==> config.mk <==
export PLATFORM = sky130hd
export DESIGN_NAME = hplrm_top
export DESIGN_NICKNAME = d
export VERILOG_FILES = /design/src/shared/hplrm_pkg.sv /design/src/rtl/hplrm_tick_div.sv /design/src/rtl/hplrm_top.sv /design/src/rtl/hplrm_vol_ramp.sv
export SDC_FILE = /design/constraint.sdc
export NUM_CORES = 1
export LEC_CHECK = 0
export BUFFER_PORTS_ARGS = -buffer_cell sky130_fd_sc_hd__buf_2
export CAP_MARGIN = 15
export CORE_MARGIN = 3
export CORE_UTILIZATION = 35
export DETAILED_ROUTE_END_ITERATION = 8
export GPL_TIMING_DRIVEN = 0
export PLACE_DENSITY = 0.51
export RECOVER_POWER = 25
export SLEW_MARGIN = 10
export SYNTH_ARGS = -nofsm -noshare
export SYNTH_HDL_FRONTEND = slang
export SYNTH_SLANG_ARGS = --single-unit
==> constraint.sdc <==
create_clock -name clock_i -period 8.35 [get_ports clock_i]
set_input_delay 1.67 -clock clock_i [delete_from_list [all_inputs] [get_ports clock_i]]
set_output_delay 1.67 -clock clock_i [all_outputs]
set_load 0.05 [all_outputs]
==> src/shared/hplrm_pkg.sv <==
// Summary of operation
// - Classify load resistance three ways, capacitance two ways
// - Measure channel A only; loads must match
// - Insertion with detect enabled and setup_ok met starts measurement
// - Drive 24 kHz tone, compare return node
// - Resistance codes 00, 01, 10; never 11
// - Below 300 ohm skips capacitance test
// - Completion sets done flag and done interrupt status
// - Slow start 111 steps volume, 1-72 periods
// - Ramping off applies volume next edge
// - Fixed modes 001-100 hold rail 0-3
// - Adaptive mode moves rail by clip risk
// - Upward change on next pump clock tick
// - Downward change waits 5.5 seconds
// - Adaptive thresholds depend on detected load
package hplrm_pkg;
  // ==========================================================
  // Timing
  localparam int unsigned CLK_HZ        = 10_000_000;
  localparam int unsigned FS_HZ         = 48_000;
  localparam int unsigned FS_DIV        = CLK_HZ / FS_HZ;
  localparam int unsigned PUMP_HZ       = 500_000;
  localparam int unsigned PUMP_DIV      = CLK_HZ / PUMP_HZ;
  localparam int unsigned TONE_HZ       = 24_000;
  localparam int unsigned TONE_HALF_CYC = CLK_HZ / (2 * TONE_HZ);
  localparam int unsigned HOLD_DOWN_MS  = 5_500;
  localparam int unsigned HOLD_DOWN_CYC = (CLK_HZ / 1_000) * HOLD_DOWN_MS;
  localparam int unsigned SETTLE_US     = 1_000;
  localparam int unsigned SETTLE_CYC    = (CLK_HZ / 1_000_000) * SETTLE_US;
  // ==========================================================
  // Register map
  localparam logic [7:0] ADDR_CTRL   = 8'h00;
  localparam logic [7:0] ADDR_RAMP   = 8'h04;
  localparam logic [7:0] ADDR_VOL    = 8'h08;
  localparam logic [7:0] ADDR_LDSTAT = 8'h0c;
  localparam logic [7:0] ADDR_ISTAT  = 8'h10;
  localparam logic [7:0] ADDR_IMASK  = 8'h14;
  localparam logic [7:0] ADDR_LCOMP  = 8'h18;
  localparam int CTL_LD_EN  = 0;
  localparam int CTL_PDN    = 1;
  localparam int CTL_MUTE_A = 2;
  localparam int CTL_MUTE_B = 3;
  localparam int CTL_HPF    = 4;
  localparam int CTL_LATCH  = 5;
  localparam int CTL_MODE   = 8;
  localparam int CTL_SS     = 12;
  localparam logic [31:0] CTRL_RST = 32'h0000_0102;
  localparam int RMP_ASR = 0;
  localparam int RMP_DSR = 4;
  localparam int ST_RES  = 0;
  localparam int ST_CAP  = 2;
  localparam int ST_DONE = 3;
  localparam int ST_BUSY = 4;
  localparam int ST_RAIL = 8;
  localparam int IRQ_W    = 3;
  localparam int IRQ_DONE = 0;
  localparam int IRQ_UP   = 1;
  localparam int IRQ_DOWN = 2;
  // ==========================================================
  // Codes
  localparam logic [2:0] MODE_FIX0  = 3'h1;
  localparam logic [2:0] MODE_FIX3  = 3'h4;
  localparam logic [2:0] MODE_ADAPT = 3'h7;
  localparam logic [2:0] SS_ON      = 3'h7;
  localparam logic [3:0] LD_ASR     = 4'h7;
  localparam logic [3:0] LD_DSR     = 4'h1;
  localparam logic [1:0] RES_15     = 2'h0;
  localparam logic [1:0] RES_30     = 2'h1;
  localparam logic [1:0] RES_3K     = 2'h2;
  localparam logic [1:0] BANK_20    = 2'h0;
  localparam logic [1:0] BANK_300   = 2'h1;
  localparam logic [1:0] BANK_CAP   = 2'h2;
  localparam logic [1:0] RAIL_TOP   = 2'h0;
  localparam logic [1:0] RAIL_LOW   = 2'h3;

  // Sample periods between volume steps per ramp-rate code
  function automatic logic [6:0] step_periods(input logic [3:0] code);
    logic [6:0] p;
    case (code)
      4'h0: p = 7'h01;  4'h1: p = 7'h02;  4'h2: p = 7'h03;  4'h3: p = 7'h04;
      4'h4: p = 7'h06;  4'h5: p = 7'h08;  4'h6: p = 7'h09;  4'h7: p = 7'h0c;
      4'h8: p = 7'h10;  4'h9: p = 7'h12;  4'ha: p = 7'h18;  4'hb: p = 7'h20;
      4'hc: p = 7'h24;  4'hd: p = 7'h30;  4'he: p = 7'h40;  default: p = 7'h48;
    endcase
    return p;
  endfunction

  // Attenuation (dB below full scale) at or under which rails 0,1,2 are needed
  function automatic logic [17:0] rail_thresh(input logic [1:0] res, input logic cap);
    logic [17:0] t;
    if (res == RES_15 && !cap) begin
      t = {6'h14, 6'h0e, 6'h08};
    end else if (res == RES_15) begin
      t = {6'h13, 6'h0e, 6'h09};
    end else if (res == RES_30) begin
      t = {6'h10, 6'h0b, 6'h04};
    end else begin
      t = {6'h0d, 6'h08, 6'h01};
    end
    return t;
  endfunction
endpackage

==> src/rtl/hplrm_tick_div.sv <==
`timescale 1ns/1ns
module hplrm_tick_div #(
  parameter int unsigned DIV = 208
) (
  input  wire logic clock_i,
  input  wire logic srst_i,
  output logic      tick_o
);
  localparam int W = $clog2(DIV + 1);
  logic [W-1:0] cnt_reg;

  always_ff @(posedge clock_i) begin
    if (srst_i) begin
      cnt_reg <= '0;
      tick_o  <= 1'b0;
    end else if (cnt_reg == W'(DIV - 1)) begin
      cnt_reg <= '0;
      tick_o  <= 1'b1;
    end else begin
      cnt_reg <= cnt_reg + 1'b1;
      tick_o  <= 1'b0;
    end
  end
endmodule

==> src/rtl/hplrm_top.sv <==
`timescale 1ns/1ns
module hplrm_top #(
  parameter int unsigned HOLD_DOWN_CYC = hplrm_pkg::HOLD_DOWN_CYC,
  parameter int unsigned SETTLE_CYC    = hplrm_pkg::SETTLE_CYC,
  parameter int unsigned FS_DIV        = hplrm_pkg::FS_DIV,
  parameter int unsigned PUMP_DIV      = hplrm_pkg::PUMP_DIV,
  parameter int          VOL_W         = 8
) (
  input  wire logic             clock_i,
  input  wire logic             srst_i,
  input  wire logic [7:0]       reg_addr_i,
  input  wire logic [31:0]      reg_wdata_i,
  input  wire logic             reg_wr_i,
  input  wire logic             reg_rd_i,
  output logic      [31:0]      reg_rdata_o,
  input  wire logic             hp_insert_i,
  input  wire logic             ret_above_i,
  input  wire logic [5:0]       sig_atten_i,
  output logic                  tone_o,
  output logic      [1:0]       rbank_sel_o,
  output logic                  meas_active_o,
  output logic      [1:0]       rail_level_o,
  output logic                  headphone_power_down_o,
  output logic                  analog_mute_ch_a_o,
  output logic                  analog_mute_ch_b_o,
  output logic                  playback_highpass_enable_o,
  output logic                  supply_latch_select_o,
  output logic      [1:0]       load_compensation_setting_o,
  output logic      [VOL_W-1:0] vol_applied_o,
  output logic                  irq_o
);
  // ==========================================================
  // Types and local signals
  typedef enum logic [2:0] {
    LD_IDLE   = 3'b000,
    LD_RES_HI = 3'b001,
    LD_RES_LO = 3'b010,
    LD_CAP    = 3'b011,
    LD_DONE   = 3'b100
  } hplrm_ld_state_t;

  localparam int SW = $clog2(SETTLE_CYC + 1);
  localparam int HW = $clog2(HOLD_DOWN_CYC + 1);
  localparam int TW = $clog2(hplrm_pkg::TONE_HALF_CYC + 1);
  localparam int IRQ_W_L = hplrm_pkg::IRQ_W;

  hplrm_ld_state_t ld_state_reg;
  hplrm_ld_state_t ld_state_next;

  logic [31:0]        ctrl_reg;
  logic [7:0]         ramp_reg;
  logic [VOL_W-1:0]   vol_reg;
  logic [1:0]         res_stat_reg;
  logic               cap_stat_reg;
  logic               done_reg;
  logic [IRQ_W_L-1:0] istat_reg;
  logic [IRQ_W_L-1:0] imask_reg;
  logic [IRQ_W_L-1:0] ev_set;
  logic [1:0]         lcomp_reg;
  logic [SW-1:0]      settle_reg;
  logic [HW-1:0]      hold_reg;
  logic [TW-1:0]      tone_cnt_reg;
  logic               ins_s1_reg;
  logic               ins_s2_reg;
  logic               ins_d_reg;
  logic               ret_s1_reg;
  logic               ret_s2_reg;
  logic               fs_tick;
  logic               pump_tick;
  logic               settled;
  logic               setup_ok;
  logic [2:0]         mode;
  logic [1:0]         need_lvl;
  logic [1:0]         rail_next;
  logic [17:0]        thr;

  assign mode = ctrl_reg[hplrm_pkg::CTL_MODE +: 3];

  // ==========================================================
  // Rate dividers
  hplrm_tick_div #(.DIV(FS_DIV)) u_fs_div (
    .clock_i (clock_i),
    .srst_i  (srst_i),
    .tick_o  (fs_tick)
  );

  hplrm_tick_div #(.DIV(PUMP_DIV)) u_pump_div (
    .clock_i (clock_i),
    .srst_i  (srst_i),
    .tick_o  (pump_tick)
  );

  // ==========================================================
  // Pin synchronisers
  always_ff @(posedge clock_i) begin
    if (srst_i) begin
      ins_s1_reg <= 1'b0;
      ins_s2_reg <= 1'b0;
      ins_d_reg  <= 1'b0;
      ret_s1_reg <= 1'b0;
      ret_s2_reg <= 1'b0;
    end else begin
      ins_s1_reg <= hp_insert_i;
      ins_s2_reg <= ins_s1_reg;
      ins_d_reg  <= ins_s2_reg;
      ret_s1_reg <= ret_above_i;
      ret_s2_reg <= ret_s1_reg;
    end
  end

  // ==========================================================
  // Control registers
  always_ff @(posedge clock_i) begin
    if (srst_i) begin
      ctrl_reg  <= hplrm_pkg::CTRL_RST;
      ramp_reg  <= '0;
      vol_reg   <= '0;
      imask_reg <= '0;
      lcomp_reg <= '0;
    end else if (reg_wr_i) begin
      if (reg_addr_i == hplrm_pkg::ADDR_CTRL) begin
        ctrl_reg <= reg_wdata_i & 32'h0000_773f;
      end else if (reg_addr_i == hplrm_pkg::ADDR_RAMP) begin
        ramp_reg <= reg_wdata_i[7:0];
      end else if (reg_addr_i == hplrm_pkg::ADDR_VOL) begin
        vol_reg <= reg_wdata_i[VOL_W-1:0];
      end else if (reg_addr_i == hplrm_pkg::ADDR_IMASK) begin
        imask_reg <= reg_wdata_i[IRQ_W_L-1:0];
      end else if (reg_addr_i == hplrm_pkg::ADDR_LCOMP) begin
        // Changing compensation on a live amplifier risks instability
        if (ctrl_reg[hplrm_pkg::CTL_PDN]) begin
          lcomp_reg <= reg_wdata_i[1:0];
        end
      end
    end
  end

  assign headphone_power_down_o      = ctrl_reg[hplrm_pkg::CTL_PDN];
  assign analog_mute_ch_a_o          = ctrl_reg[hplrm_pkg::CTL_MUTE_A];
  assign analog_mute_ch_b_o          = ctrl_reg[hplrm_pkg::CTL_MUTE_B];
  assign playback_highpass_enable_o  = ctrl_reg[hplrm_pkg::CTL_HPF];
  assign supply_latch_select_o       = ctrl_reg[hplrm_pkg::CTL_LATCH];
  assign load_compensation_setting_o = lcomp_reg;

  // ==========================================================
  // Load detection sequencer
  // A sequence only starts with the path quiet and prepared, so the
  // test tone never reaches a live listener
  assign setup_ok = ctrl_reg[hplrm_pkg::CTL_PDN]
                  & ctrl_reg[hplrm_pkg::CTL_MUTE_A]
                  & ctrl_reg[hplrm_pkg::CTL_MUTE_B]
                  & ~ctrl_reg[hplrm_pkg::CTL_HPF]
                  & ctrl_reg[hplrm_pkg::CTL_LATCH]
                  & (mode == hplrm_pkg::MODE_FIX3)
                  & (ramp_reg[hplrm_pkg::RMP_ASR +: 4] == hplrm_pkg::LD_ASR)
                  & (ramp_reg[hplrm_pkg::RMP_DSR +: 4] == hplrm_pkg::LD_DSR);

  assign settled = (settle_reg == '0);

  always_comb begin
    ld_state_next = ld_state_reg;
    case (ld_state_reg)
      LD_IDLE: begin
        if (ins_s2_reg && !ins_d_reg && ctrl_reg[hplrm_pkg::CTL_LD_EN] && setup_ok) begin
          ld_state_next = LD_RES_HI;
        end
      end
      LD_RES_HI: begin
        if (settled) begin
          // Under the 300 ohm point the load is a headphone: no cap test
          ld_state_next = ret_s2_reg ? LD_CAP : LD_RES_LO;
        end
      end
      LD_RES_LO: begin
        if (settled) begin
          ld_state_next = LD_DONE;
        end
      end
      LD_CAP: begin
        if (settled) begin
          ld_state_next = LD_DONE;
        end
      end
      LD_DONE: begin
        ld_state_next = LD_IDLE;
      end
      default: begin
        ld_state_next = LD_IDLE;
      end
    endcase
  end

  always_ff @(posedge clock_i) begin
    if (srst_i) begin
      ld_state_reg <= LD_IDLE;
      settle_reg   <= '0;
    end else begin
      ld_state_reg <= ld_state_next;
      if (ld_state_next != ld_state_reg) begin
        settle_reg <= SW'(SETTLE_CYC - 1);
      end else if (!settled) begin
        settle_reg <= settle_reg - 1'b1;
      end
    end
  end

  // One result pair serves both channels; only channel A is driven
  always_ff @(posedge clock_i) begin
    if (srst_i) begin
      res_stat_reg <= hplrm_pkg::RES_15;
      cap_stat_reg <= 1'b0;
      done_reg     <= 1'b0;
    end else begin
      if (ld_state_reg == LD_IDLE && ld_state_next == LD_RES_HI) begin
        done_reg <= 1'b0;
      end
      if (ld_state_reg == LD_RES_HI && settled) begin
        if (ret_s2_reg) begin
          res_stat_reg <= hplrm_pkg::RES_3K;
        end else begin
          cap_stat_reg <= 1'b0;
        end
      end
      if (ld_state_reg == LD_RES_LO && settled) begin
        res_stat_reg <= ret_s2_reg ? hplrm_pkg::RES_30 : hplrm_pkg::RES_15;
      end
      if (ld_state_reg == LD_CAP && settled) begin
        cap_stat_reg <= ret_s2_reg;
      end
      if (ld_state_reg == LD_DONE) begin
        done_reg <= 1'b1;
      end
    end
  end

  // Test tone on channel A and reference bank choice
  always_ff @(posedge clock_i) begin
    if (srst_i) begin
      tone_o       <= 1'b0;
      tone_cnt_reg <= '0;
      rbank_sel_o  <= hplrm_pkg::BANK_300;
    end else if (ld_state_reg == LD_IDLE || ld_state_reg == LD_DONE) begin
      tone_o       <= 1'b0;
      tone_cnt_reg <= '0;
      rbank_sel_o  <= hplrm_pkg::BANK_300;
    end else begin
      if (tone_cnt_reg == TW'(hplrm_pkg::TONE_HALF_CYC - 1)) begin
        tone_cnt_reg <= '0;
        tone_o       <= ~tone_o;
      end else begin
        tone_cnt_reg <= tone_cnt_reg + 1'b1;
      end
      if (ld_state_next == LD_RES_LO) begin
        rbank_sel_o <= hplrm_pkg::BANK_20;
      end else if (ld_state_next == LD_CAP) begin
        rbank_sel_o <= hplrm_pkg::BANK_CAP;
      end else begin
        rbank_sel_o <= hplrm_pkg::BANK_300;
      end
    end
  end

  assign meas_active_o = (ld_state_reg != LD_IDLE) && (ld_state_reg != LD_DONE);

  // ==========================================================
  // Volume soft ramp
  hplrm_vol_ramp #(.VOL_W(VOL_W)) u_ramp (
    .clock_i   (clock_i),
    .srst_i    (srst_i),
    .fs_tick_i (fs_tick),
    .ramp_en_i (ctrl_reg[hplrm_pkg::CTL_SS +: 3] == hplrm_pkg::SS_ON),
    .delay_i   (hplrm_pkg::step_periods(ramp_reg[hplrm_pkg::RMP_DSR +: 4])),
    .target_i  (vol_reg),
    .level_o   (vol_applied_o)
  );

  // ==========================================================
  // Rail level control
  assign thr = hplrm_pkg::rail_thresh(res_stat_reg, cap_stat_reg);

  always_comb begin
    if (sig_atten_i <= thr[5:0]) begin
      need_lvl = 2'h0;
    end else if (sig_atten_i <= thr[11:6]) begin
      need_lvl = 2'h1;
    end else if (sig_atten_i <= thr[17:12]) begin
      need_lvl = 2'h2;
    end else begin
      need_lvl = hplrm_pkg::RAIL_LOW;
    end
  end

  always_comb begin
    rail_next = rail_level_o;
    if (mode >= hplrm_pkg::MODE_FIX0 && mode <= hplrm_pkg::MODE_FIX3) begin
      rail_next = 2'(mode - hplrm_pkg::MODE_FIX0);
    end else if (mode == hplrm_pkg::MODE_ADAPT) begin
      if (need_lvl < rail_level_o) begin
        rail_next = rail_level_o - 1'b1;
      end else if (need_lvl > rail_level_o && hold_reg == HW'(HOLD_DOWN_CYC - 1)) begin
        rail_next = rail_level_o + 1'b1;
      end
    end else begin
      // Unassigned codes fall back to the top rail so nothing clips
      rail_next = hplrm_pkg::RAIL_TOP;
    end
  end

  // Hold-off counts only while the signal asks for a lower rail; any
  // demand at or above the present level restarts it
  always_ff @(posedge clock_i) begin
    if (srst_i) begin
      hold_reg <= '0;
    end else if (mode != hplrm_pkg::MODE_ADAPT || need_lvl <= rail_level_o) begin
      hold_reg <= '0;
    end else if (hold_reg != HW'(HOLD_DOWN_CYC - 1)) begin
      hold_reg <= hold_reg + 1'b1;
    end else if (pump_tick) begin
      hold_reg <= '0;
    end
  end

  always_ff @(posedge clock_i) begin
    if (srst_i) begin
      rail_level_o <= hplrm_pkg::RAIL_TOP;
    end else if (pump_tick) begin
      rail_level_o <= rail_next;
    end
  end

  // ==========================================================
  // Interrupt status, write one to clear, set wins
  assign ev_set[hplrm_pkg::IRQ_DONE] = (ld_state_reg == LD_DONE);
  assign ev_set[hplrm_pkg::IRQ_UP]   = pump_tick && (rail_next < rail_level_o);
  assign ev_set[hplrm_pkg::IRQ_DOWN] = pump_tick && (rail_next > rail_level_o);

  always_ff @(posedge clock_i) begin
    if (srst_i) begin
      istat_reg <= '0;
    end else if (reg_wr_i && reg_addr_i == hplrm_pkg::ADDR_ISTAT) begin
      istat_reg <= (istat_reg & ~reg_wdata_i[IRQ_W_L-1:0]) | ev_set;
    end else begin
      istat_reg <= istat_reg | ev_set;
    end
  end

  assign irq_o = |(istat_reg & imask_reg);

  // ==========================================================
  // Read port, data valid the cycle after the strobe
  always_ff @(posedge clock_i) begin
    if (srst_i) begin
      reg_rdata_o <= '0;
    end else if (reg_rd_i) begin
      reg_rdata_o <= '0;
      if (reg_addr_i == hplrm_pkg::ADDR_CTRL) begin
        reg_rdata_o <= ctrl_reg;
      end else if (reg_addr_i == hplrm_pkg::ADDR_RAMP) begin
        reg_rdata_o <= {24'h0, ramp_reg};
      end else if (reg_addr_i == hplrm_pkg::ADDR_VOL) begin
        reg_rdata_o[VOL_W-1:0]  <= vol_reg;
        reg_rdata_o[VOL_W+15:16] <= vol_applied_o;
      end else if (reg_addr_i == hplrm_pkg::ADDR_LDSTAT) begin
        reg_rdata_o[hplrm_pkg::ST_RES +: 2]  <= res_stat_reg;
        reg_rdata_o[hplrm_pkg::ST_CAP]       <= cap_stat_reg;
        reg_rdata_o[hplrm_pkg::ST_DONE]      <= done_reg;
        reg_rdata_o[hplrm_pkg::ST_BUSY]      <= meas_active_o;
        reg_rdata_o[hplrm_pkg::ST_RAIL +: 2] <= rail_level_o;
      end else if (reg_addr_i == hplrm_pkg::ADDR_ISTAT) begin
        reg_rdata_o[IRQ_W_L-1:0] <= istat_reg;
      end else if (reg_addr_i == hplrm_pkg::ADDR_IMASK) begin
        reg_rdata_o[IRQ_W_L-1:0] <= imask_reg;
      end else if (reg_addr_i == hplrm_pkg::ADDR_LCOMP) begin
        reg_rdata_o[1:0] <= lcomp_reg;
      end
    end
  end
endmodule

==> src/rtl/hplrm_vol_ramp.sv <==
`timescale 1ns/1ns
module hplrm_vol_ramp #(
  parameter int VOL_W = 8
) (
  input  wire logic             clock_i,
  input  wire logic             srst_i,
  input  wire logic             fs_tick_i,
  input  wire logic             ramp_en_i,
  input  wire logic [6:0]       delay_i,
  input  wire logic [VOL_W-1:0] target_i,
  output logic      [VOL_W-1:0] level_o
);
  logic [6:0] cnt_reg;

  always_ff @(posedge clock_i) begin
    if (srst_i) begin
      level_o <= '0;
      cnt_reg <= 7'h01;
    end else if (!ramp_en_i) begin
      level_o <= target_i;
      cnt_reg <= delay_i;
    end else if (level_o == target_i) begin
      cnt_reg <= delay_i;
    end else if (fs_tick_i) begin
      if (cnt_reg <= 7'h01) begin
        cnt_reg <= delay_i;
        if (level_o < target_i) begin
          level_o <= level_o + 1'b1;
        end else begin
          level_o <= level_o - 1'b1;
        end
      end else begin
        cnt_reg <= cnt_reg - 1'b1;
      end
    end
  end
endmodule

# Word-level counts from Yosys, hierarchy flattened
# Memories as Yosys holds them, arrays and structs flattened. A register that Yosys moved wholly into a read port is not among the register bits.
# Cells that the tools add are included.
# totals
regBits	163
latchBits	0
mem_bits_rw	0
rom_bits	112
output_inout_bits	54
elab_cells	209
memories	1
# op_classes
n_addsub	11
multipliers	0
n_div	0
n_lt_le_gt_ge	12
n_eq_ne	34
shift	0
mux	58
bitwise	18
reduce_logical	45
# memory_table
name	words	word_bits	rd	rd_ports_with_merged_regs	wr	line	text
(no name shown)	16	7	1	1	0	hplrm_pkg.sv:79	case (code)
# ops
cell	count
two-way mux 8 bit	7
two-way mux 26 bit	2
two-way mux 17 bit	3
two-way mux 2 bit	15
two-way mux 14 bit	2
two-way mux 7 bit	4
adder 26 x 1 -> 26 bit (second input constant)	1
equality test 26 bit (second input constant)	1
inequality test 26 bit (second input constant)	1
adder 8 x 1 -> 8 bit (second input constant)	3
equality test 8 x 5 -> 1 bit (second input constant)	3
two-way mux 24 bit	1
two-way mux 3 bit	7
<= comparator 6 bit	3
equality test 8 x 4 -> 1 bit (second input constant)	2
equality test 8 bit (second input constant)	2
logical AND 1 bit	14
zero test 14 bit	1
subtractor 14 x 1 -> 14 bit (second input constant)	1
equality test 3 x 2 -> 1 bit (second input constant)	4
equality test 3 bit (second input constant)	4
two-way mux 1 bit	12
OR reduction 2 bit	6
two-way mux 10 bit	1
44 further kinds	78

# Longest topological paths before layout
# Gate-level depths: netlist of the first run.
# logic_depth
word_depth	18
ltp_mapped	21
mapped_depth_nobuf	21

# Modules after synthesis
# A second synthesis of the first run with hierarchy kept.
# hier_totals
hier_cells	956
area_unflattened_um2	8261.7
# modules_own_cells
mod	n_inst	cells_per_inst	area_per_inst_um2
hplrm_top	1	741	6432.4
hplrm_vol_ramp	1	153	1226.2
hplrm_tick_div at u_fs_div	1	38	369.1
hplrm_tick_div at u_pump_div	1	24	234.0

# Worst setup path after synthesis of the first run
# OpenSTA, ideal clock, no wires.
# synth_path
kind	in2reg
start	in sig_atten_i[1]
end	reg istat_reg[1]
setup_ns	0.070
arrival_time_ns	4.442
path_slack_ns	3.838
path_stages	16
n_path_buf	0
path_cell_list	ha_1 > nor2b_1 > o21ai_0 > nand2b_1 > a211oi_1 > nor2_1 > o31ai_1 > ha_1 > and2_1 > o41ai_1 > xnor2_1 > o32a_1 > ha_1 > nor2b_1 > or3_1 > a21oi_1
# synth_between
elab_chain_cells	14
word_cells_on_any_way	18
cone_classes	6 x order compare; 8 x mux; 2 x bitwise; 2 x reduce/logical
# synth_rtl
item	line	text
start: declaration	hplrm_top.sv:18	input wire logic [5:0] sig_atten_i,
<= comparator 6 bit	hplrm_top.sv:286	end else if (sig_atten_i <= thr[17:12]) begin
two-way mux 1 bit	hplrm_top.sv:286	
two-way mux 2 bit	hplrm_top.sv:284	end else if (sig_atten_i <= thr[11:6]) begin
two-way mux 2 bit (*)	hplrm_top.sv:282	if (sig_atten_i <= thr[5:0]) begin
greater-than comparator 2 bit	hplrm_top.sv:300	end else if (need_lvl > rail_level_o && hold_reg == HW'(HOLD_DOWN_CYC - 1)) begin
logical AND 1 bit	hplrm_top.sv:300	
two-way mux 2 bit	hplrm_top.sv:300	
two-way mux 2 bit (*)	hplrm_top.sv:298	if (need_lvl < rail_level_o) begin
two-way mux 2 bit (*)	hplrm_top.sv:297	end else if (mode == hplrm_pkg::MODE_ADAPT) begin
two-way mux 2 bit (*)	hplrm_top.sv:295	if (mode >= hplrm_pkg::MODE_FIX0 && mode <= hplrm_pkg::MODE_FIX3) begin
less-than comparator 2 bit (*)	hplrm_top.sv:334	assign ev_set[hplrm_pkg::IRQ_UP] = pump_tick && (rail_next < rail_level_o);
logical AND 1 bit (*)	hplrm_top.sv:334	
OR 3 bit (on tied branches)	hplrm_top.sv:343, hplrm_top.sv:341	
two-way mux 3 bit (*)	hplrm_top.sv:340	end else if (reg_wr_i && reg_addr_i == hplrm_pkg::ADDR_ISTAT) begin
end signal: assignment	hplrm_top.sv:341	istat_reg <= (istat_reg & ~reg_wdata_i[IRQ_W_L-1:0]) | ev_set;
end signal: assignment	hplrm_top.sv:343	istat_reg <= istat_reg | ev_set;
end: declaration	hplrm_top.sv:56	logic [IRQ_W_L-1:0] istat_reg;
# Every way passes the cells marked *; elsewhere a longest branch is shown, timed or not.
# A chain may end at the register's enable or synchronous reset.

# Final worst setup path of the first run
# Same ends and word-level chain as after synthesis.

==> results of run 1 <==
per-layer routing:
metal / up-vias / track usage (%)
met2: 112 / 28.7
li1: 3604 / -
met4: 2 / 4.59
met3: 21 / 3.23
met5: - / 0
met1: 3211 / 25.4
per-stage QoR:
| step | std cells | cell area (µm²) | setup slack [ps] | util, % | hold WS (ps) |
|---|---|---|---|---|---|
| after floorplan | 984 | 8140 | 3840 | - | 414 |
| after global routing | 1375 | 9450 | 3390 | 41.6 | 466 |
| after global placement | 1344 | 8870 | 3300 | 39.1 | 418 |
| after detailed placement | 1344 | 8870 | 3260 | 39.1 | 426 |
| final | 1375 | 9450 | 3700 | 41.6 | 449 |
| after CTS | 1375 | 9470 | 3680 | 41.7 | 452 |
final cells by class:
| type | instances | area [µm²] |
|---|---|---|
| multi-input combinational | 733 | 4540 |
| clock inverter | 12 | 160 |
| clock buffer | 19 | 443 |
| timing repair buffer | 75 | 357 |
| inverter | 41 | 154 |
| sequential | 160 | 3200 |
| tap | 285 | 357 |
| fill | 2385 | 13300 |
| buffer | 50 | 244 |
kinds of logic after synthesis:
kind of cell | count (synthesis)
and+or+nand+nor | 419
muxes | 23
adders and majority gates | 44
other | 1
AOI/OAI and AO/OA | 193
DFF | 160
buffers and inverters | 91
xor gates and xnor gates | 44
synthesized netlist by cell type, types with 3 or more instances:
library cell  instances  area share, %
nand2_1              90            4.2
nor3b_1               5           0.46
ha_1                 43            6.6
a21o_1                4           0.37
nand3b_1              5           0.46
xnor2_1              24            2.6
clkbuf_1             32            1.5
a21oi_1              88            5.4
and4_1                3           0.32
nor2b_1              31            2.4
o21a_1                3           0.28
inv_1                41            1.9
a22o_1                3           0.32
a222oi_1              6           0.74
nand2b_1             22            1.7
dfxtp_1             160             40
nand4_1              14            1.1
nor2_1              133            6.2
or2_2                 8           0.62
nor4bb_1              3           0.37
mux4_2                3           0.83
buf_2                 4           0.25
or4_1                 7           0.65
o21ai_0              34            2.1
a31oi_1              10           0.77
and2_1                6           0.46
xor2_1               20            2.2
nand4b_1              6           0.65
nand3_1              34            2.1
o22ai_1               3           0.23
buf_4                10           0.93
mux2_2                4           0.56
nor4_1               12           0.93
nor3_1               16           0.99
a211oi_1              6           0.56
mux2i_1              14            1.7
o21bai_1              4           0.37
a22oi_1               5           0.46
or3_1                 7           0.54
and3_1               10           0.77
worst max-delay path by stage:
stage | startpoint | to | slack (ps) | cells after the start
floorplan | sig_atten_i[1] | istat_reg[1]$_SDFF_PP0_ | 3840 | 16
global placement | sig_atten_i[1] | istat_reg[1]$_SDFF_PP0_ | 3300 | 17
detailed placement | sig_atten_i[1] | istat_reg[1]$_SDFF_PP0_ | 3260 | 17
CTS | sig_atten_i[1] | istat_reg[1]$_SDFF_PP0_ | 3680 | 17
global route | sig_atten_i[1] | istat_reg[1]$_SDFF_PP0_ | 3390 | 17
finish | sig_atten_i[1] | istat_reg[1]$_SDFF_PP0_ | 3700 | 17
critical path, delay by kind of cell:
kind | cells | cell delay, ps
buf+inv | 1 | 120
xor+xnor | 1 | 180
simple gates | 6 | 810
compound gates | 6 | 1440
fa+ha+maj | 3 | 770
power by group through the flow:
stage | logic (mW) | clock network [mW] | registers, mW
final | 0.246 | 0.810 | 0.820
after global routing | 0.278 | 0.859 | 0.823
after CTS | 0.249 | 0.829 | 0.819
after detailed placement | 0.247 | 0 | 0.836
after global placement | 0.244 | 0 | 0.836
after floorplan | 0.190 | 0 | 0.832
==> reports/metrics.csv, run 1 <==
metric,value,unit
Most common cell on crit path,ha_1,
Synth Area per Inst,8.31,µm²
Seq cells post-synth,160,
CTS buffer count,17,
switching share of power,27.0,%
Hold Startpoint,ins_s1_reg$_SDFF_PP0_,
"antenna viol nets, final",0,
M1 WL,11200,µm
Lkg Pwr,3.66,nW
Worst R2R Start,res_stat_reg[1]$_SDFFE_PP0P_,
CP Launch Type,input pin,
YS warnings,0,
Initial Util,35.7,%
Switch Pwr,0.506,mW
peak supply drop,0.000168,V
number of port buffers,75,
Global Route Usage Sum,18.0,%
worst rel slew slack,23.3,%
Worst Hold Path Cells,1,
Final #Nets,1174,
unrepaired setup endpoints after global routing,false,
status,"finished, final reports clean",
Via-to-Cell Ratio,5.05,
met2 wire len,9840,µm
I/O Pins,106,
Min-Delay Path Class,register to register,
Std-Cell Rows,55,
sequence of cells on the critical path,"buf_2, ha_1, nor2b_1, o21ai_0, nand2b_1, a211oi_1, nor2_1, o31ai_1, ha_1, and2_1, o41ai_1, xnor2_1, o32a_1, ha_1, nor2b_1, or3_1, a21oi_1",
"Max FO, Critical Path",4,
Netlist cell types,72,
Die Ht,158,µm
Initial DRC Count,428,
power per cell area,198,mW/mm²
Period minus WS final,4650,ps
Clk pwr share,43.2,%
Cell Int Power,1.37,mW
post-synthesis cell count,975,
"commonest non-fill, non-tap cell in the layout",dfxtp_1,
Worst-path clk slew,70,ps
Post-Synth XOR/XNOR Area,4.76,%
via count,6950,
Power Total,1.88,mW
Hold Path End,ins_s2_reg$_SDFF_PP0_,
Critical Path AT,5000,ps
Max Used Layer,met5,
largest net degree at the start of global routing,17,
ratio of cells with drive above 1 in the final layout,11.7,%
"commonest cells after routing, fill and taps aside","dfxtp_1, nor2_1, nand2_1",
largest family of logic cells by synthesized area,simple AND/OR/NAND/NOR gates,
HPWL Detailed,16500,µm
DRC viols,0,
Fin. Hold Viols,0,
Hold Buf Count CTS,0,
crit end category,register,
Syn-to-layout area delta,16.6,%
drt total wl,22100,µm
RR Endpoint,istat_reg[1]$_SDFF_PP0_,
Clock Root Buffer,clkbuf_16,
post-synthesis compound-gate area fraction,14.7,%
reg2reg setup slack,4420,ps
Mapped Area,0.00810,mm²
first-pass GRT wire length,35300,µm
fmax,215,MHz
simple-gate area share of the yosys netlist,25.7,%
initial antenna violation count,1,
routed len/inst,16.1,µm
buffer depth of the longest clock path,2,
CP max stage cell,o41ai_1,
final setup fails,0,
TritonCTS clock tree,done,
clock skew,9.66,ps
Max stage delay on crit path,440,ps
full die area,0.0250,mm²
sequential power share,43.7,%
Setup CP Type,input pin to register,
setup TNS,0,ps
Worst Reg-to-Reg Cells,18,
Resized cells post-CTS,0,
met3 WL,888,µm
CTS sink count,160,
routability cong.,0.852,
Post-synth EDFFs,0,
vias in the first global route,6538,
Async SR Flop Fraction,0,%
crit share post-route,55.7,%
First-pass DRT Iterations,5,
area share of fa/ha/maj cells after synthesis,6.89,%
number of setup buffers added after CTS,0,
grt ovf,0,
Tightest Pin Transition,1140,ps
post-synthesis mux area share,3.54,%
H-tree depth,4,
worst skew pair latency,430,ps
critical path required time,8700,ps
core area,0.0227,mm²
final number of max-transition violations,0,
Ant. Diodes,0,
Die Wd,158,µm
dominant synthesized flop cell,dfxtp_1,
Gate power share,13.1,%
sequential cell area fraction in the yosys report,39.5,%
number of max-cap violations,0,
max reg flops,26,
Power figures use the tool's default switching activity.
==> run 2, diff against run 1 <==
ABC_AREA = 1   (was default)
clock period = 4.6 ns   (was 8.35 ns; I/O delays follow)
==> run 2 against run 1 <==
  * Largest power group unchanged
  * Synthesized cell count is 22% higher
  * Via count grew 14%
  * Die area grew 4.4%
  * Register-to-register slack worse by 3300 ps
  * Non-clock buffer count fell by 14
  * Sequential share of layout area is 1.3 points lower
  * Flip-flop and latch count is the same
  * Sequential power rose by 85%
  * Global-route usage grew 0.77 points
  * Critical path type is now register to register
  * Critical path depth up 5
  * Total power rose by 95%
  * Worst hold slack got worse by 48 ps
==> reports/metrics.csv, run 2 <==
metric,value,unit
max reg flops,26,
Critical Path AT,3800,ps
buffer depth of the longest clock path,2,
Die Wd,162,µm
Synth Area per Inst,7.11,µm²
status,"finished, final reports clean",
TritonCTS clock tree,done,
Synth area leaders,"dfxtp_1, nand2_1, inv_1",
drt total wl,24200,µm
via count,7952,
Setup CP Type,register to register,
sequence of cells on the critical path,"inv_1, nand3_1, ha_1, a21oi_1, nor2_1, o21bai_1, a21oi_1, o31ai_1, ha_1, nand2_1, inv_1, nor2_1, nand4_1, nand2_1, nand2_1, nand3_1, nand2_1, ha_1, a21oi_1, a21oi_1, nand2_1, a21oi_1",
post-synthesis cell count,1193,
Tightest Pin Transition,793,ps
sequential cell area fraction in the yosys report,37.8,%
number of port buffers,77,
Max stage delay on crit path,470,ps
core area,0.0236,mm²
Hold Buf Count CTS,0,
Min-Delay Path Class,register to register,
number of setup buffers added after CTS,0,
power per cell area,373,mW/mm²
WP buf/inv,2,
setup TNS,0,ps
Final #Nets,1394,
Mapped Area,0.00848,mm²
Syn-to-layout area delta,15.8,%
cell taking the most area after synthesis,dfxtp_1,
Worst-path clk slew,70,ps
clock skew,10.9,ps
routed len/inst,14.8,µm
Die Ht,162,µm
"commonest cells after routing, fill and taps aside","nand2_1, inv_1, dfxtp_1",
DRC viols,0,
dominant synthesized flop cell,dfxtp_1,
Synth top area share,37.8,%
Post-synth EDFFs,0,
Initial DRC Count,451,
peak supply drop,0.000197,V
routability cong.,0.883,
first-pass GRT wire length,39100,µm
grt ovf,0,
Initial Util,35.9,%
crit end category,register,
"antenna viol nets, final",0,
full die area,0.0261,mm²
Fin. Hold Viols,0,
reg2reg setup slack,1080,ps
crit share post-route,76.4,%
vias in the first global route,7511,
fin area,0.00982,mm²
hold slack,401,ps
number of max-cap violations,0,
Ant. Diodes,0,
final number of max-transition violations,0,
largest net degree at the start of global routing,17,
initial antenna violation count,0,
HPWL Detailed,18600,µm
Netlist cell types,54,
Clock Root Buffer,clkbuf_16,
CTS buffer count,17,
ratio of cells with drive above 1 in the final layout,11.3,%
I/O Pins,106,
worst skew pair latency,430,ps
CP Launch Type,register,
Async SR Flop Fraction,0,%
fmax,284,MHz
H-tree depth,4,
worst rel slew slack,47.1,%
Resized cells post-CTS,0,
Std-Cell Rows,56,
Post-DP Area,0.00930,mm²
Global Route Usage Sum,18.8,%
"Max FO, Critical Path",6,
Seq cells post-synth,160,
most instantiated cells after synthesis,"nand2_1, dfxtp_1, inv_1",
"commonest non-fill, non-tap cell in the layout",nand2_1,
CP top delay family,simple AND/OR/NAND/NOR gates,
CP max stage cell,dfxtp_1,
YS warnings,0,
critical path required time,4890,ps
CTS sink count,160,
Lkg Pwr,4.21,nW
unrepaired setup endpoints after global routing,false,
Period minus WS final,3520,ps
final setup fails,0,
cell with the most instances after synthesis,nand2_1,
Via-to-Cell Ratio,4.88,
First-pass DRT Iterations,5,
## run 2: worst paths after layout
kind,startpoint,endpoint,depth (start not counted)
worst max register to register,res_stat_reg[1]$_SDFFE_PP0P_,istat_reg[2]$_SDFF_PP0_,22
worst min register to register,ins_s1_reg$_SDFF_PP0_,ins_s2_reg$_SDFF_PP0_,2
worst max-delay path,res_stat_reg[1]$_SDFFE_PP0P_,istat_reg[2]$_SDFF_PP0_,22
worst min-delay path,ins_s1_reg$_SDFF_PP0_,ins_s2_reg$_SDFF_PP0_,2
## run 2: area by class of cell
class / count / area [µm²]
Fill cell: 2554 / 13800
Clock inverter: 14 / 179
Inverter: 170 / 641
Buffer: 34 / 175
Clock buffer: 18 / 439
Multi-Input combinational cell: 838 / 4420
Tap cell: 319 / 399
Timing Repair Buffer: 77 / 365
Sequential cell: 160 / 3200
## run 2: where the power goes
group | leakage, nW | internal, mW | total, mW | switching, mW
clock | 0.288 | 0.878 | 1.51 | 0.633
combinational | 2.63 | 0.224 | 0.639 | 0.415
sequential | 1.29 | 1.45 | 1.52 | 0.0603
## run 2: per-stage QoR
| stage | std cells | total power, mW | util (%) | setup slack [ps] |
|---|---|---|---|---|
| 6_report | 1630 | 3.67 | 41.6 | 1080 |
| 3_5_place_dp | 1598 | 2.21 | 39.4 | 686 |
| 3_3_place_gp | 1598 | 2.21 | 39.4 | 707 |
| 4_1_cts | 1630 | 3.73 | 42.0 | 1030 |
| 2_1_floorplan | 1202 | 2.06 | - | 1200 |
| 5_1_grt | 1630 | 3.86 | 41.6 | 708 |
## run 2: worst reg2reg max path, cell delays in order, from the launching register on
cell	delay (ps)
dfxtp_1	470
inv_1	170
nand3_1	120
ha_1	240
a21oi_1	160
nor2_1	60
o21bai_1	120
a21oi_1	80
o31ai_1	260
ha_1	290
nand2_1	70
inv_1	30
nor2_1	190
nand4_1	180
nand2_1	90
nand2_1	50
nand3_1	90
nand2_1	70
ha_1	290
a21oi_1	180
a21oi_1	60
nand2_1	60
a21oi_1	60
## run 2: cell families after synthesis
family	after synthesis	share of synthesized area (%)
AOI/OAI and AO/OA	225	14.5
xor gates and xnor gates	26	2.69
adders and majority gates	44	6.58
buffers and inverters	204	9.64
DFF	160	37.8
other	1	0.0442
and+or+nand+nor	533	28.7
## run 2: per-layer routing
| metal | share of wire (%) | track usage [%] | wire length [µm] |
|---|---|---|---|
| met1 | 48 | 25.6 | 11700 |
| met2 | 45 | 30.4 | 10800 |
| met3 | 5.1 | 3.80 | 1240 |
| met4 | 1.9 | 5.39 | 452 |
| met5 | 0 | 0 | 0 |
==> run 3, diff against run 2 <==
ABC_AREA = 0   (was 1)
clock period = 3.55 ns   (was 4.6 ns; I/O delays follow)
==> run 3 against run 2 <==
  * The run now ends with negative setup slack left
  * First-iteration DRC count up 21%
  * Non-clock buffer count up 23
  * Clock-buffer cell count unchanged
  * Die area down 4.3%
  * Worst hold slack better by 45 ps
  * Fmax down 1.2%
  * Cell count down 15%
  * Critical endpoint is now istat_reg[1]$_SDFF_PP0_
  * Largest cell class unchanged
==> reports/metrics.csv, run 3 (same netlist as run 1, synthesis figures left out) <==
metric,value,unit
status,"complete, but fails checks",
failing checks,negative setup slack,
Lkg Pwr,3.73,nW
first-pass GRT wire length,35400,µm
reg2reg setup slack,-8,ps
power per cell area,454,mW/mm²
Hold Buf Count CTS,0,
Via-to-Cell Ratio,5.14,
unrepaired setup endpoints after global routing,true,
Initial Util,35.7,%
grt met1 use,26.1,%
routability cong.,0.811,
Initial DRC Count,546,
Worst Reg-to-Reg Cells,18,
setup TNS,-8.45,ps
met2 Track Usage GR,27.7,%
Setup CP Type,register to register,
I/O Pins,106,
Critical Path AT,3900,ps
full die area,0.0250,mm²
Period minus WS final,3560,ps
Worst setup startpoint,res_stat_reg[0]$_SDFFE_PP0P_,
"commonest non-fill, non-tap cell in the layout",dfxtp_1,
Fin. Hold Viols,0,
fmax,281,MHz
worst skew pair latency,430,ps
via count,7116,
ratio of cells with drive above 1 in the final layout,13.7,%
Std-Cell Rows,55,
worst rel slew slack,26.6,%
GR Layer Usage met3,3.31,%
crit share post-route,100,%
Worst R2R Start,res_stat_reg[0]$_SDFFE_PP0P_,
CP max stage cell,dfxtp_4,
Syn-to-layout area delta,19.1,%
clock skew,9.85,ps
Global Route Usage Sum,18.1,%
sequential power share,43.9,%
post-layout util,42.5,%
peak supply drop,0.000272,V
"commonest cells after routing, fill and taps aside","dfxtp_1, nor2_1, nand2_1",
grt ovf,0,
initial antenna violation count,1,
drt total wl,22600,µm
Tightest Pin Transition,1090,ps
final setup fails,1,
Worst-path clk slew,70,ps
largest net degree at the start of global routing,17,
H-tree depth,4,
TritonCTS clock tree,done,
CTS sink count,160,
routed len/inst,16.3,µm
sequence of cells on the critical path,"nor2_4, nand2_2, ha_4, nor2b_4, o21ai_2, nand2b_1, a211oi_2, nor2_1, o31ai_2, ha_2, and2_4, o41ai_4, xnor2_1, o32a_1, ha_4, nor2b_4, or3_1, a21oi_1",
number of max-cap violations,0,
CTS buffer count,17,
Switch Pwr,1.22,mW
"antenna viol nets, final",0,
Critical Path End,istat_reg[1]$_SDFF_PP0_,
crit end category,register,
Die Wd,158,µm
critical path required time,3890,ps
HPWL Detailed,16600,µm
DRC viols,0,
RR Endpoint,istat_reg[1]$_SDFF_PP0_,
final number of max-transition violations,0,
buffer depth of the longest clock path,2,
Clock Root Buffer,clkbuf_16,
Cell Int Power,3.17,mW
CP Launch Type,register,
Ant. Diodes,0,
max reg flops,26,
Clk pwr share,42.5,%
Final #Nets,1183,
vias in the first global route,6542,
Gate power share,13.6,%
Die Ht,158,µm
Fill cells,2331,
Max stage delay on crit path,350,ps
final worst slack,-8.45,ps
"Max FO, Critical Path",2,
Min-Delay Path Class,register to register,
most used routing layer,met2,
number of port buffers,75,
First-pass DRT Iterations,7,
switching share of power,27.7,%
core area,0.0227,mm²
## run 3: critical path, delay by kind of cell (launching register included)
family	cells	cell delay, ps
xor gates and xnor gates	1	160
and+or+nand+nor	8	1000
DFF	1	350
adders and majority gates	3	750
AOI/OAI and AO/OA	6	1230
## run 3: final cells by class
type                            instances  area (µm²)  area share [%]
Buffer                                 50         244            2.53
Clock buffer                           18         439            4.55
Clock inverter                         14         158            1.63
Inverter                               41         154            1.59
Multi-Input combinational cell        733        4680            48.5
Sequential cell                       160        3210            33.3
Tap cell                              285         357            3.69
Timing Repair Buffer                   84         409            4.24
## run 3: what timing repair did
action	in CTS	in global routing
endpoints found under the hold margin	0	0
setup endpoints to repair	13	4
resized for setup	17	17
setup buffers	7	2
pin swaps	14	16
## run 3: power by group through the flow
stage / Combinational (mW) / Sequential [mW] / Clock [mW]
global route: 0.665 / 1.94 / 1.99
CTS: 0.590 / 1.93 / 1.91
global placement: 0.578 / 1.97 / 0
finish: 0.597 / 1.93 / 1.86
floorplan: 0.448 / 1.96 / 0
detailed placement: 0.579 / 1.97 / 0
## run 3: per-stage QoR
step	total power, mW	instance area, µm²	cells	setup slack, ps	hold slack (ps)
after detailed placement	2.55	8880	1344	-523	429
after CTS	4.42	9590	1383	-67.2	449
after floorplan	2.40	8150	984	3.27	414
final	4.39	9660	1385	-8.45	446
after global routing	4.59	9660	1385	-208	473
after global placement	2.55	8880	1344	-520	416
## run 3: routing by layer
layer | share of wire (%) | vias up
met5 | 0.058 | -
met4 | 1.1 | 2
met3 | 4.4 | 20
met2 | 44 | 135
met1 | 50 | 3324
li1 | - | 3635
## run 3: how the worst min path moves through the flow
stage / from / end / slack, ps / depth (start not counted)
after floorplan: ins_s1_reg$_SDFF_PP0_ / ins_s2_reg$_SDFF_PP0_ / 410 / 1
after global placement: ret_s1_reg$_SDFF_PP0_ / ret_s2_reg$_SDFF_PP0_ / 420 / 1
after detailed placement: ret_s1_reg$_SDFF_PP0_ / ret_s2_reg$_SDFF_PP0_ / 430 / 1
after CTS: ret_s1_reg$_SDFF_PP0_ / ret_s2_reg$_SDFF_PP0_ / 450 / 1
after global routing: tone_cnt_reg[0]$_SDFF_PP0_ / tone_cnt_reg[0]$_SDFF_PP0_ / 470 / 1
final: ret_s1_reg$_SDFF_PP0_ / ret_s2_reg$_SDFF_PP0_ / 450 / 1
